$ cat src/design/sync_io_pkg.sv
/*
 * constants for the two sync trigger lines of the load.
 * assumes a 40 MHz clock; all times are converted to cycles here.
 */
package sync_io_pkg;

    // ==========================================================
    // timing
    localparam int unsigned CLK_HZ          = 40_000_000;
    localparam int unsigned MIN_LOW_US      = 30;
    // least time: whole cycles, no rounding up is added
    localparam int unsigned MIN_LOW_CYC     = (MIN_LOW_US * (CLK_HZ / 1_000_000) + 0) ;
    // emitted pulse is held low a little longer than the receiver needs
    localparam int unsigned TX_PULSE_US     = 40;
    localparam int unsigned TX_PULSE_CYC    = TX_PULSE_US * (CLK_HZ / 1_000_000);
    localparam int unsigned CNT_W           = 12;

    // ==========================================================
    // register map (word addresses on the plain port)
    localparam logic [3:0] ADDR_ON_CFG      = 4'h0;
    localparam logic [3:0] ADDR_OFF_CFG     = 4'h1;
    localparam logic [3:0] ADDR_ON_PWM_PER  = 4'h2;
    localparam logic [3:0] ADDR_ON_PWM_DUTY = 4'h3;
    localparam logic [3:0] ADDR_OFF_PWM_PER = 4'h4;
    localparam logic [3:0] ADDR_OFF_PWM_DUTY= 4'h5;
    localparam logic [3:0] ADDR_STATUS      = 4'h6;
    localparam logic [3:0] ADDR_SWITCH_CMD  = 4'h7;

    // config fields
    localparam int unsigned CFG_FUNC_LSB    = 0;
    localparam int unsigned CFG_INV_BIT     = 2;
    localparam int unsigned CFG_OUTSEL_LSB  = 3;
    localparam logic [1:0]  FUNC_SYNC       = 2'h0;
    localparam logic [1:0]  FUNC_INPUT      = 2'h1;
    localparam logic [1:0]  FUNC_OUTPUT     = 2'h2;
    localparam logic [1:0]  OUT_FALSE       = 2'h0;
    localparam logic [1:0]  OUT_TRUE        = 2'h1;
    localparam logic [1:0]  OUT_PWM         = 2'h2;
    localparam logic [4:0]  CFG_RESET       = 5'h00;
    localparam logic [15:0] PWM_PER_RESET   = 16'h9c40;
    localparam logic [15:0] PWM_DUTY_RESET  = 16'h4e20;

    // switch command bits
    localparam int unsigned CMD_ON_BIT      = 0;
    localparam int unsigned CMD_OFF_BIT     = 1;

    // status fields
    localparam int unsigned ST_SWITCH_BIT   = 0;
    localparam int unsigned ST_LVL_ON_BIT   = 1;
    localparam int unsigned ST_LVL_OFF_BIT  = 2;

endpackage

$ cat src/design/sync_line_if.sv
/*
 * bundle between the top and one line engine.
 * assumes one clock domain, driven by the top.
 */
`timescale 1ns/1ps
`default_nettype none
interface sync_line_if;
    logic [1:0]  func;
    logic        invert;
    logic [1:0]  out_sel;
    logic [15:0] pwm_per;
    logic [15:0] pwm_duty;
    logic        tx_req;
    logic        rx_pulse;
    logic        level;

    modport ctrl (output func, invert, out_sel, pwm_per, pwm_duty, tx_req,
                  input rx_pulse, level);
    modport line (input func, invert, out_sel, pwm_per, pwm_duty, tx_req,
                  output rx_pulse, level);
endinterface
`default_nettype wire

$ cat src/design/sync_line.sv
/*
 * one trigger line: filter, pulse sender, level reader, driver, pwm.
 * assumes pin input synchronous to ref_clk; open drain style pin.
 */
`timescale 1ns/1ps
`default_nettype none
module sync_line (
    // clock and reset
    input  wire logic   ref_clk,
    input  wire logic   rst_n,
    // control side
    sync_line_if.line   cfg,
    // pin
    input  wire logic   pin_in,
    output logic        pin_out,
    output logic        pin_oe
);
    localparam logic [11:0] MIN_LOW = 12'(sync_io_pkg::MIN_LOW_CYC);
    localparam logic [11:0] TX_LEN  = 12'(sync_io_pkg::TX_PULSE_CYC);

    logic        sync1_reg, sync2_reg, sync1_next, sync2_next;
    logic [11:0] low_cnt_reg, low_cnt_next;
    logic        seen_reg, seen_next;
    logic        rx_reg, rx_next;
    logic        lvl_reg, lvl_next;
    logic [11:0] tx_cnt_reg, tx_cnt_next;
    logic [15:0] pwm_cnt_reg, pwm_cnt_next;
    logic        out_reg, out_next;
    logic        oe_reg, oe_next;
    logic        act_low;
    logic        tx_busy;

    // ==========================================================
    // next state
    always_comb begin
        sync1_next   = pin_in;
        sync2_next   = sync1_reg;
        act_low      = ~(sync2_reg ^ cfg.invert);        // RULE10
        lvl_next     = ~act_low;                          // RULE15
        tx_busy      = (tx_cnt_reg != 12'h000);
        low_cnt_next = low_cnt_reg;
        seen_next    = seen_reg;
        rx_next      = 1'b0;
        // own pulse is masked so it never reads back as a received one
        if (!act_low || tx_busy || cfg.func != sync_io_pkg::FUNC_SYNC) begin
            low_cnt_next = 12'h000;
            seen_next    = 1'b0;
        end else if (low_cnt_reg < MIN_LOW) begin
            low_cnt_next = low_cnt_reg + 12'h001;         // RULE14
        end else if (!seen_reg) begin
            seen_next = 1'b1;
            rx_next   = 1'b1;                             // RULE7
        end
        tx_cnt_next = tx_cnt_reg;
        if (cfg.tx_req && cfg.func == sync_io_pkg::FUNC_SYNC) begin
            tx_cnt_next = TX_LEN;
        end else if (tx_busy) begin
            tx_cnt_next = tx_cnt_reg - 12'h001;
        end
        pwm_cnt_next = (pwm_cnt_reg + 16'h0001 >= cfg.pwm_per) ? 16'h0000
                     : pwm_cnt_reg + 16'h0001;
        out_next = 1'b1 ^ cfg.invert;
        oe_next  = 1'b0;
        unique case (cfg.func)
            sync_io_pkg::FUNC_SYNC: begin
                oe_next  = tx_busy;
                out_next = cfg.invert;                    // RULE10
            end
            sync_io_pkg::FUNC_OUTPUT: begin
                oe_next = 1'b1;
                unique case (cfg.out_sel)
                    sync_io_pkg::OUT_TRUE:  out_next = cfg.invert;    // RULE9
                    sync_io_pkg::OUT_PWM:   out_next =                // RULE13
                        (pwm_cnt_reg < cfg.pwm_duty) ^ ~cfg.invert;
                    default:                out_next = ~cfg.invert;   // RULE9
                endcase
            end
            default: begin
                oe_next  = 1'b0;
                out_next = 1'b1;
            end
        endcase
    end

    // ==========================================================
    // registers
    always_ff @(posedge ref_clk or negedge rst_n) begin
        if (!rst_n) begin
            sync1_reg   <= 1'b1;
            sync2_reg   <= 1'b1;
            low_cnt_reg <= 12'h000;
            seen_reg    <= 1'b0;
            rx_reg      <= 1'b0;
            // matches the idle-high synchroniser so no false level follows reset
            lvl_reg     <= 1'b1;
            tx_cnt_reg  <= 12'h000;
            pwm_cnt_reg <= 16'h0000;
            out_reg     <= 1'b1;
            oe_reg      <= 1'b0;
        end else begin
            sync1_reg   <= sync1_next;
            sync2_reg   <= sync2_next;
            low_cnt_reg <= low_cnt_next;
            seen_reg    <= seen_next;
            rx_reg      <= rx_next;
            lvl_reg     <= lvl_next;
            tx_cnt_reg  <= tx_cnt_next;
            pwm_cnt_reg <= pwm_cnt_next;
            out_reg     <= out_next;
            oe_reg      <= oe_next;
        end
    end

    assign cfg.rx_pulse = rx_reg;
    assign cfg.level    = lvl_reg;
    assign pin_out      = out_reg;
    assign pin_oe       = oe_reg;

    // ==========================================================
    // checks
    property p_rx_min_low;
        @(posedge ref_clk) disable iff (!rst_n)
        $rose(rx_reg) |-> $past(low_cnt_reg) == MIN_LOW;
    endproperty
    a_rx_min_low: assert property (p_rx_min_low) else $error("pulse taken early"); // RULE14

    property p_true_level;
        @(posedge ref_clk) disable iff (!rst_n)
        (cfg.func == sync_io_pkg::FUNC_OUTPUT && cfg.out_sel == sync_io_pkg::OUT_TRUE)
            [*2] |-> pin_oe && pin_out == $past(cfg.invert);
    endproperty
    a_true_level: assert property (p_true_level) else $error("true level wrong"); // RULE9

    property p_false_level;
        @(posedge ref_clk) disable iff (!rst_n)
        (cfg.func == sync_io_pkg::FUNC_OUTPUT && cfg.out_sel == sync_io_pkg::OUT_FALSE)
            [*2] |-> pin_oe && pin_out == !$past(cfg.invert);
    endproperty
    a_false_level: assert property (p_false_level) else $error("false level wrong"); // RULE9

    property p_input_hiz;
        @(posedge ref_clk) disable iff (!rst_n)
        cfg.func == sync_io_pkg::FUNC_INPUT [*2] |-> !pin_oe;
    endproperty
    a_input_hiz: assert property (p_input_hiz) else $error("input line driven"); // RULE15

    property p_level_inv;
        @(posedge ref_clk) disable iff (!rst_n)
        lvl_reg == ($past(sync2_reg) ^ $past(cfg.invert));
    endproperty
    a_level_inv: assert property (p_level_inv) else $error("level polarity wrong"); // RULE10
endmodule
`default_nettype wire

$ cat src/design/load_sync_trigger_io.sv
/*
 * two configurable trigger lines and the load input switch they follow.
 * assumes a plain register port and synchronous pins; open drain lines.
 */
// Decided for this implementation: the address map and strobed register access.
// Operation
// (RULE1) on line pulses whenever the input switch goes from off to on
// (RULE2) on line pulse while switch on changes nothing
// (RULE3) on line pulse while switch off turns the switch on
// (RULE4) off line pulses whenever the input switch goes from on to off
// (RULE5) off line pulse while switch off changes nothing
// (RULE6) off line pulse while switch on turns the switch off
// (RULE7) a sender holds the line low at least 30 us
// (RULE8) off line offers sync, level input and digital output
// (RULE9) output true drives low, false high; invert swaps
// (RULE10) each line has an invert that flips received and driven polarity
// (RULE11) on line defaults to bidirectional turn-on sync
// (RULE12) off line defaults to bidirectional turn-off sync
// (RULE13) output may be pwm with settable period and duty
// (RULE14) inputs are synchronised and need the minimum low width
// (RULE15) level input presents synchronised, inverted level for reading; code inverts it only when the invert bit is set
`timescale 1ns/1ps
`default_nettype none
module load_sync_trigger_io (
    // clock and reset
    input  wire logic        ref_clk,
    input  wire logic        rst_n,
    // register port
    input  wire logic [3:0]  addr,
    input  wire logic [15:0] wdata,
    input  wire logic        wr,
    input  wire logic        rd,
    output logic      [15:0] rdata,
    // front panel switch requests
    input  wire logic        panel_on,
    input  wire logic        panel_off,
    // load input switch state
    output logic             load_on,
    // turn-on line
    input  wire logic        on_line_in,
    output logic             on_line_out,
    output logic             on_line_oe,
    // turn-off line
    input  wire logic        off_line_in,
    output logic             off_line_out,
    output logic             off_line_oe
);
    sync_line_if on_if ();
    sync_line_if off_if ();

    logic [4:0]  on_cfg_reg, on_cfg_next, off_cfg_reg, off_cfg_next;
    logic [15:0] on_per_reg, on_per_next, on_duty_reg, on_duty_next;
    logic [15:0] off_per_reg, off_per_next, off_duty_reg, off_duty_next;
    logic [15:0] rdata_reg, rdata_next;
    logic        sw_reg, sw_next;
    logic        sw_on_req, sw_off_req;

    // ==========================================================
    // register file and switch
    always_comb begin
        on_cfg_next   = on_cfg_reg;
        off_cfg_next  = off_cfg_reg;
        on_per_next   = on_per_reg;
        on_duty_next  = on_duty_reg;
        off_per_next  = off_per_reg;
        off_duty_next = off_duty_reg;
        sw_on_req     = panel_on;
        sw_off_req    = panel_off;
        if (wr) begin
            unique case (addr)
                sync_io_pkg::ADDR_ON_CFG:       on_cfg_next   = wdata[4:0];
                sync_io_pkg::ADDR_OFF_CFG:      off_cfg_next  = wdata[4:0];
                sync_io_pkg::ADDR_ON_PWM_PER:   on_per_next   = wdata;
                sync_io_pkg::ADDR_ON_PWM_DUTY:  on_duty_next  = wdata;
                sync_io_pkg::ADDR_OFF_PWM_PER:  off_per_next  = wdata;
                sync_io_pkg::ADDR_OFF_PWM_DUTY: off_duty_next = wdata;
                sync_io_pkg::ADDR_SWITCH_CMD: begin
                    sw_on_req  = panel_on | wdata[sync_io_pkg::CMD_ON_BIT];
                    sw_off_req = panel_off | wdata[sync_io_pkg::CMD_OFF_BIT];
                end
                default: ;
            endcase
        end
        // only three functions exist; a fourth code falls back to sync
        if (off_cfg_next[1:0] == 2'h3) begin
            off_cfg_next[1:0] = sync_io_pkg::FUNC_SYNC;   // RULE8
        end
        if (on_cfg_next[1:0] == 2'h3) begin
            on_cfg_next[1:0] = sync_io_pkg::FUNC_SYNC;
        end
        sw_next = sw_reg;
        if (sw_off_req || off_if.rx_pulse) begin
            sw_next = 1'b0;                               // RULE6 RULE5
        end else if (sw_on_req || on_if.rx_pulse) begin
            sw_next = 1'b1;                               // RULE3 RULE2
        end
        rdata_next = 16'h0000;
        if (rd) begin
            unique case (addr)
                sync_io_pkg::ADDR_ON_CFG:       rdata_next = {11'h000, on_cfg_reg};
                sync_io_pkg::ADDR_OFF_CFG:      rdata_next = {11'h000, off_cfg_reg};
                sync_io_pkg::ADDR_ON_PWM_PER:   rdata_next = on_per_reg;
                sync_io_pkg::ADDR_ON_PWM_DUTY:  rdata_next = on_duty_reg;
                sync_io_pkg::ADDR_OFF_PWM_PER:  rdata_next = off_per_reg;
                sync_io_pkg::ADDR_OFF_PWM_DUTY: rdata_next = off_duty_reg;
                sync_io_pkg::ADDR_STATUS:       rdata_next =
                    {13'h0000, off_if.level, on_if.level, sw_reg};     // RULE15
                default:                        rdata_next = 16'h0000;
            endcase
        end
    end

    always_ff @(posedge ref_clk or negedge rst_n) begin
        if (!rst_n) begin
            on_cfg_reg   <= sync_io_pkg::CFG_RESET;       // RULE11
            off_cfg_reg  <= sync_io_pkg::CFG_RESET;       // RULE12
            on_per_reg   <= sync_io_pkg::PWM_PER_RESET;
            on_duty_reg  <= sync_io_pkg::PWM_DUTY_RESET;
            off_per_reg  <= sync_io_pkg::PWM_PER_RESET;
            off_duty_reg <= sync_io_pkg::PWM_DUTY_RESET;
            rdata_reg    <= 16'h0000;
            sw_reg       <= 1'b0;
        end else begin
            on_cfg_reg   <= on_cfg_next;
            off_cfg_reg  <= off_cfg_next;
            on_per_reg   <= on_per_next;
            on_duty_reg  <= on_duty_next;
            off_per_reg  <= off_per_next;
            off_duty_reg <= off_duty_next;
            rdata_reg    <= rdata_next;
            sw_reg       <= sw_next;
        end
    end

    // ==========================================================
    // line engines
    assign on_if.func      = on_cfg_reg[1:0];
    assign on_if.invert    = on_cfg_reg[sync_io_pkg::CFG_INV_BIT];
    assign on_if.out_sel   = on_cfg_reg[4:3];
    assign on_if.pwm_per   = on_per_reg;
    assign on_if.pwm_duty  = on_duty_reg;
    assign on_if.tx_req    = sw_next & ~sw_reg;           // RULE1
    assign off_if.func     = off_cfg_reg[1:0];
    assign off_if.invert   = off_cfg_reg[sync_io_pkg::CFG_INV_BIT];
    assign off_if.out_sel  = off_cfg_reg[4:3];
    assign off_if.pwm_per  = off_per_reg;
    assign off_if.pwm_duty = off_duty_reg;
    assign off_if.tx_req   = sw_reg & ~sw_next;           // RULE4

    sync_line u_on (
        .ref_clk (ref_clk),
        .rst_n   (rst_n),
        .cfg     (on_if.line),
        .pin_in  (on_line_in),
        .pin_out (on_line_out),
        .pin_oe  (on_line_oe)
    );

    sync_line u_off (
        .ref_clk (ref_clk),
        .rst_n   (rst_n),
        .cfg     (off_if.line),
        .pin_in  (off_line_in),
        .pin_out (off_line_out),
        .pin_oe  (off_line_oe)
    );

    assign load_on = sw_reg;
    assign rdata   = rdata_reg;

    // ==========================================================
    // checks
    property p_on_pulse;
        @(posedge ref_clk) disable iff (!rst_n)
        $rose(sw_reg) && on_cfg_reg[1:0] == sync_io_pkg::FUNC_SYNC |-> ##1 on_line_oe;
    endproperty
    a_on_pulse: assert property (p_on_pulse) else $error("no turn-on pulse"); // RULE1

    property p_off_pulse;
        @(posedge ref_clk) disable iff (!rst_n)
        $fell(sw_reg) && off_cfg_reg[1:0] == sync_io_pkg::FUNC_SYNC |-> ##1 off_line_oe;
    endproperty
    a_off_pulse: assert property (p_off_pulse) else $error("no turn-off pulse"); // RULE4

    property p_rx_on;
        @(posedge ref_clk) disable iff (!rst_n)
        on_if.rx_pulse && !off_if.rx_pulse && !panel_off && !wr |=> sw_reg;
    endproperty
    a_rx_on: assert property (p_rx_on) else $error("rx on ignored"); // RULE3

    property p_rx_off;
        @(posedge ref_clk) disable iff (!rst_n)
        off_if.rx_pulse |=> !sw_reg;
    endproperty
    a_rx_off: assert property (p_rx_off) else $error("rx off ignored"); // RULE6

    property p_func_legal;
        @(posedge ref_clk) disable iff (!rst_n)
        off_cfg_reg[1:0] != 2'h3;
    endproperty
    a_func_legal: assert property (p_func_legal) else $error("illegal function"); // RULE8
endmodule
`default_nettype wire

$ cat config.mk
export PLATFORM = sky130hd
export DESIGN_NAME = load_sync_trigger_io
export DESIGN_NICKNAME = d
export VERILOG_FILES = /design/src/design/sync_io_pkg.sv /design/src/design/sync_line_if.sv /design/src/design/sync_line.sv /design/src/design/load_sync_trigger_io.sv
export SDC_FILE = /design/constraint.sdc
export NUM_CORES = 1
export LEC_CHECK = 0
export BUFFER_PORTS_ARGS = -buffer_cell sky130_fd_sc_hd__buf_4
export CAP_MARGIN = 5
export CORE_MARGIN = 8
export CORE_UTILIZATION = 30
export DETAILED_ROUTE_END_ITERATION = 8
export GPL_TIMING_DRIVEN = 0
export HOLD_SLACK_MARGIN = 0.05
export SLEW_MARGIN = 0
export SYNTH_ARGS = -nofsm -noshare
export SYNTH_HDL_FRONTEND = slang
export SYNTH_SLANG_ARGS = --single-unit
export TNS_END_PERCENT = 50
$ cat constraint.sdc
create_clock -name ref_clk -period 3.2 [get_ports ref_clk]
set_input_delay 0.16 -clock ref_clk [delete_from_list [all_inputs] [get_ports ref_clk]]
set_output_delay 0.16 -clock ref_clk [all_outputs]
set_load 0.005 [all_outputs]
### Yosys cells after proc, flatten, opt, wreduce, memory -nomap -nowiden

Index checks and enable logic that the tools add are counted.

| cells by class | value |
|---|---|
| magnitude comparators | 6 |
| multiplexer cells | 40 |
| $add $sub $neg | 6 |
| bitwise operators | 12 |
| eq/ne operators | 17 |
| reduce and logical (&&, ||, !) cells | 25 |

Operator list:

| cell | number |
|---|---|
| $pmux 16 s7 | 1 |
| $mux 12 | 8 |
| $mux 16 | 3 |
| $add 16x1->16 const B | 2 |
| $ge 16x16->1 | 2 |
| $lt 16x16->1 | 2 |
| $add 12x1->12 const B | 2 |
| $lt 12x11->1 const B | 2 |
| $reduce_bool 12->1 | 2 |
| $sub 12x1->12 const B | 2 |
| $eq 4x3->1 const B | 4 |
| $mux 1 | 16 |
| $eq 2x2->1 const B | 6 |
| $mux 2 | 6 |
| $pmux 1 s2 | 6 |
| $reduce_and 2->1 | 6 |
| $reduce_bool 2->1 | 6 |
| $eq 4x2->1 const B | 2 |
| $logic_or 1x1->1 | 6 |
| $eq 2x1->1 const B | 2 |
| $eq 4x1->1 const B | 1 |
| $logic_not 2->1 | 2 |
| $logic_not 4->1 | 1 |
| $ne 2x1->1 const B | 2 |
| other kinds (5) | 14 |

| storage, ports and cells | value |
|---|---|
| logic and storage cells | 136 |
| input port bits | 28 |
| flip-flop bits (word level) | 185 |

### Longest topological paths before layout

| logic depth | value |
|---|---|
| word-level depth | 10 |
| mapped depth | 14 |

### Hierarchy

Synthesis repeated with hierarchy kept, for this count alone.

| second synthesis, totals | value |
|---|---|
| cell total of the unflattened synthesis | 988 |
| area total of the unflattened synthesis | 10595.2 µm² |

By module, submodules not included:

| module | area an instance (µm²) | seq. area each (µm²) | cells each | instances |
|---|---|---|---|---|
| load_sync_trigger_io | 4290.4 | 2302.2 | 313 | 1 |
| sync_line at u_on | 3209.3 | 1181.1 | 346 | 1 |
| sync_line at u_off | 3095.5 | 1181.1 | 329 | 1 |

### Worst setup path after synthesis

Ideal clock, no wire load.

| timing path | value |
|---|---|
| kind | reg-to-reg |
| from | register u_on.pwm_cnt_reg[2] |
| to | register u_on.pwm_cnt_reg[10] |
| library setup time | 0.132 ns |
| data required time | 3.068 ns |
| slack | 0.314 ns |
| data arrival time | 2.753 ns |
| cell stages (with the launch flop) | 14 |
| period minus slack after synthesis | 2.886 ns |
| buffers on the path | 1 |
| cells stage by stage | dfrtp_1 > and3_1 > and3_1 > and2_1 > nand4_1 > xnor2_1 > ha_1 > a21oi_1 > o21ai_0 > a211o_1 > a21oi_1 > o31ai_1 > clkbuf_1 > nor2b_1 |

| between the ends | value |
|---|---|
| word-level cells in the longest chain between the ends | 3 |

Ends and longest elaborated chain:

| element | RTL line | RTL |
|---|---|---|
| from (decl) | sync_line.sv:27 | `logic [15:0] pwm_cnt_reg, pwm_cnt_next;` |
| from (signal assigned) | sync_line.sv:108 | `pwm_cnt_reg <= pwm_cnt_next;` |
| $add 16x1->16 * | sync_line.sv:60, sync_line.sv:61 |  |
| $ge 16x16->1 | sync_line.sv:60 | `pwm_cnt_next = (pwm_cnt_reg + 16'h0001 >= cfg.pwm_per) ? 16'h0000` |
| $mux 16 * | sync_line.sv:60 |  |
| named net u_on.pwm_cnt_next[10] | sync_line.sv:27 |  |

Mark *: on every way through the listed nets, which the timed path passes. The rest lies on a longest branch.
A chain may end at the register's enable or synchronous reset.

### Worst setup path in the final report

| timing path | value |
|---|---|
| from | register u_on.pwm_cnt_reg[2] |
| to | register u_on.pwm_cnt_reg[13] |

The elaborated chain is that of the path after synthesis.

==> summary.txt <==
STA
  – Min cycle time layout: around 3.0 ns
  – RSZ-0062 raised after global routing: no
  – Max Fclk: between 300 and 400 MHz
  – Total negative slack: 0 ns
  – Tightest Pin Transition: 0.791 ns
  – Count of pins over their slew limit: 0
  – Slew HR: between 40% and 50%
  – Final Hold Viols: 0
  – Clk_skew: about 0.0071 ns
  – Part of the cycle the worst path needs: just over 90%
  – Final setup fails: 0

Placement
  – Gp weighted congestion: around 0.8
  – Dpl cell area: between 10000 and 15000 um2
  – Post-DP HPWL: 17.1 mm
  – Port Buf Inserts: 46

Routing
  – Routed len/inst: roughly 15 um
  – Avg Vias per Cell: roughly 4.7
  – Via count: about 6.9k
  – 1st-iter DRT viols: around 340
  – DR DRC count: 0
  – Post-route ant nets: 0
  – DRT Wirelength: between 20 and 25 mm
  – Drt pass-1 iters: 5

Run
  – Max Cap Viol: 0

Critical path
  – Crit. End Element: flip-flop
  – Critical path required time: roughly 3.5 ns
  – CP max FO: 10
  – Setup CP Type: reg2reg
  – Crit path DAT: about 3.3 ns
  – CP Launch Type: flip-flop

Clock tree
  – Clk sink count: about 190
  – Maximum root-to-sink buffer count: 2
  – H-Tree Depth: 4
  – Root buf cell: clkbuf_16
  – TritonCTS clock tree: yes
  – Skew-Pair Late Insertion Delay: approximately 0.43 ns
  – Num CTS Buffers: 17
  – CTS clk-pin slew, worst paths: 0.07 ns

Die
  – Full die area: 38900 um2
  – Top-Level Pins: just under 50
  – Die Span X: between 150 and 200 um
  – Row count: 66
  – Height of the die: ~200 um
  – Core ar.: about 32000 um2
  – Initial Utilization: approximately 30%

GRT
  – Vias in the first global route: approximately 7.1k
  – Maximum number of pins on one net before global-route repair: roughly 100
  – Initial antenna violation count: 0
  – Global Route Usage Sum: between 10% and 20%
  – Grt ovf: 0
  – First-pass GRT wire length: between 30 and 40 mm

Power
  – Sw frac: 32.4%
  – Clock Power Share: between 20 and 30%
  – Final Power: 7.26 mW
  – Peak supply drop: 0.382 mV
  – Comb power frac: a little over a quarter
  – Power Dens Cells: around 620 nW/um2
  – Static Leak: ~5.3 nW
  – Internal: 4.90 mW
  – Sequential Power Share: between 40% and 50%
  – Sw Pwr: approximately 2.4 mW

Layout
  – Antenna Diode Count: 0
  – Proportion of layout cells with a drive suffix above 1: 19.6%
  – FILL cells: ~3.2k
  – Final Cell Area: around 12000 um2
  – Final #Nets: 1122
  – Layout Area Growth over Synthesis: 17.8%

Synthesis
  – Async S/R FF share, synth: 100%
  – FF+latch count, synth: approximately 190
  – Cells after synthesis: roughly 940
  – Register area share after synthesis: between 40 and 50%
  – YS warnings: 0
  – Share of the synthesized area in the top cell type: around 40%
  – Count of cell types in the netlist: 64
  – Synth Flop Type: dfrtp_1
  – Number of flops mapped to enable cells by yosys: 0
  – Area leader, netlist: dfrtp_1
  – Syn Area/Cell: about 11 um2
  – Syn_nets: 1035
  – Main area contributors after synthesis: dfrtp_1 40%, ha_1 9.1%, mux2_2 7.9%, dfstp_2 7.5%, inv_1 3.6%
  – Post-Syn Area: 9870 um2

Outcome
  – Outcome: finished, final reports clean

Hold path
  – Worst hold path class: in2reg
## placed cells by master (no fill, tap or decap), types with 17 or more instances in the layout
cell type / instances
nor3_1: 27
clkbuf_16: 17
nand2_1: 43
ha_1: 72
inv_1: 95
xor2_1: 32
nand3_1: 22
a21oi_1: 33
nor2b_1: 23
dfstp_2: 28
mux2_2: 69
a22oi_1: 25
xnor2_1: 30
dfrtp_1: 156
buf_4: 48
dlygate4sd3_1: 20
o21ai_0: 21
nor2_1: 87
## critical path: stages, from the launching register on
cell     delay, ns
dfrtp_1       0.43
and3_1        0.19
and3_1        0.18
and2_1        0.24
nand4_1       0.14
xnor2_1       0.17
ha_1          0.30
a21oi_1       0.06
o21ai_1       0.24
a41oi_1       0.14
o31ai_4       0.44
buf_4         0.25
nor2b_1       0.07
## worst paths after layout
path,from,to,slack (ns),cells past startpoint
worst max-delay path,u_on.pwm_cnt_reg[2],u_on.pwm_cnt_reg[13],0.23,12
min in group asynchronous,rst_n,u_off.low_cnt_reg[7],0.37,2
max in group asynchronous,rst_n,on_duty_reg[14],1.92,3
worst min register to register,u_on.sync1_reg,u_on.sync2_reg,0.36,0
worst max register to register,u_on.pwm_cnt_reg[2],u_on.pwm_cnt_reg[13],0.23,12
worst min-delay path,addr[3],rdata[2],0.14,3
## per-layer routing
layer	global-route usage, %	vias up	wire [um]
met2	20.5	64	11200
met5	0	-	0
met1	15.3	3425	10700
met4	3.59	0	274
met3	1.94	17	484
li1	-	3426	-
## cells by family (layout without fill, tap and decap cells)
logic type      after synthesis  after routing  synth area share [%]
mux                          80             80                  9.14
compound gates              137            137                  9.33
flops                       185            185                  47.3
xor+xnor                     62             62                  5.50
fa+ha+maj                    72             72                  9.13
simple gates                280            280                  14.9
buf+inv                     119            219                  4.74
## timing repair
item                                    CTS  global route
setup buffers                             0             1
endpoints found under the setup margin   32            20
hold buffers                             20             0
hold endpoints to repair                169             0
resized for setup                         9             6
## cell usage after synthesis, types with 4 or more instances
master and n:
xnor2_1 30, a2111oi_0 4, nand4_1 16, nor3_1 27, nand2_1 43, buf_2 5, nor2_1 88, nand3_1 22
nor2b_1 23, a211oi_1 6, and4_1 7, inv_1 95, nand2b_1 14, o21ai_0 22, dfrtp_1 157, a21oi_1 34
clkbuf_1 15, and3_1 5, a211o_1 7, a31oi_1 5, a22oi_1 25, nor4_1 4, ha_1 72, nand3b_1 9
xor2_1 32, dfstp_2 28, mux2i_1 8, mux2_2 69, a21o_1 10
## power groups by stage
stage	combinational, mW	sequential, mW	clock (mW)
floorplan	1.39	3.20	0
global placement	1.78	3.35	0
detailed placement	1.86	3.36	0
CTS	1.90	3.32	2.12
global route	2.18	3.39	2.20
finish	1.88	3.32	2.05
## stage by stage
stage / cells / setup WS [ns] / hold WS (ns) / util, %
6_report: 1477 / 0.230 / 0.138 / 35.8
5_1_grt: 1477 / 0.0182 / 0.103 / 35.8
4_1_cts: 1476 / 0.0459 / 0.0886 / 35.8
3_5_place_dp: 1424 / -0.501 / 0.270 / 33.3
3_3_place_gp: 1423 / -0.516 / 0.268 / 33.2
2_1_floorplan: 935 / 0.314 / -0.136 / -
## layout make-up
cell class | count | area, um2 | share of cell area [%]
multi-input cells | 631 | 4770 | 41.0
flip-flops and latches | 185 | 4670 | 40.2
repair buffers | 68 | 588 | 5.06
well taps | 442 | 553 | 4.76
clock buffers | 20 | 457 | 3.93
inverters | 95 | 357 | 3.07
plain buffers | 24 | 119 | 1.02
clock inverters | 12 | 113 | 0.969
Note: power is estimated with default switching activity, not from simulation.
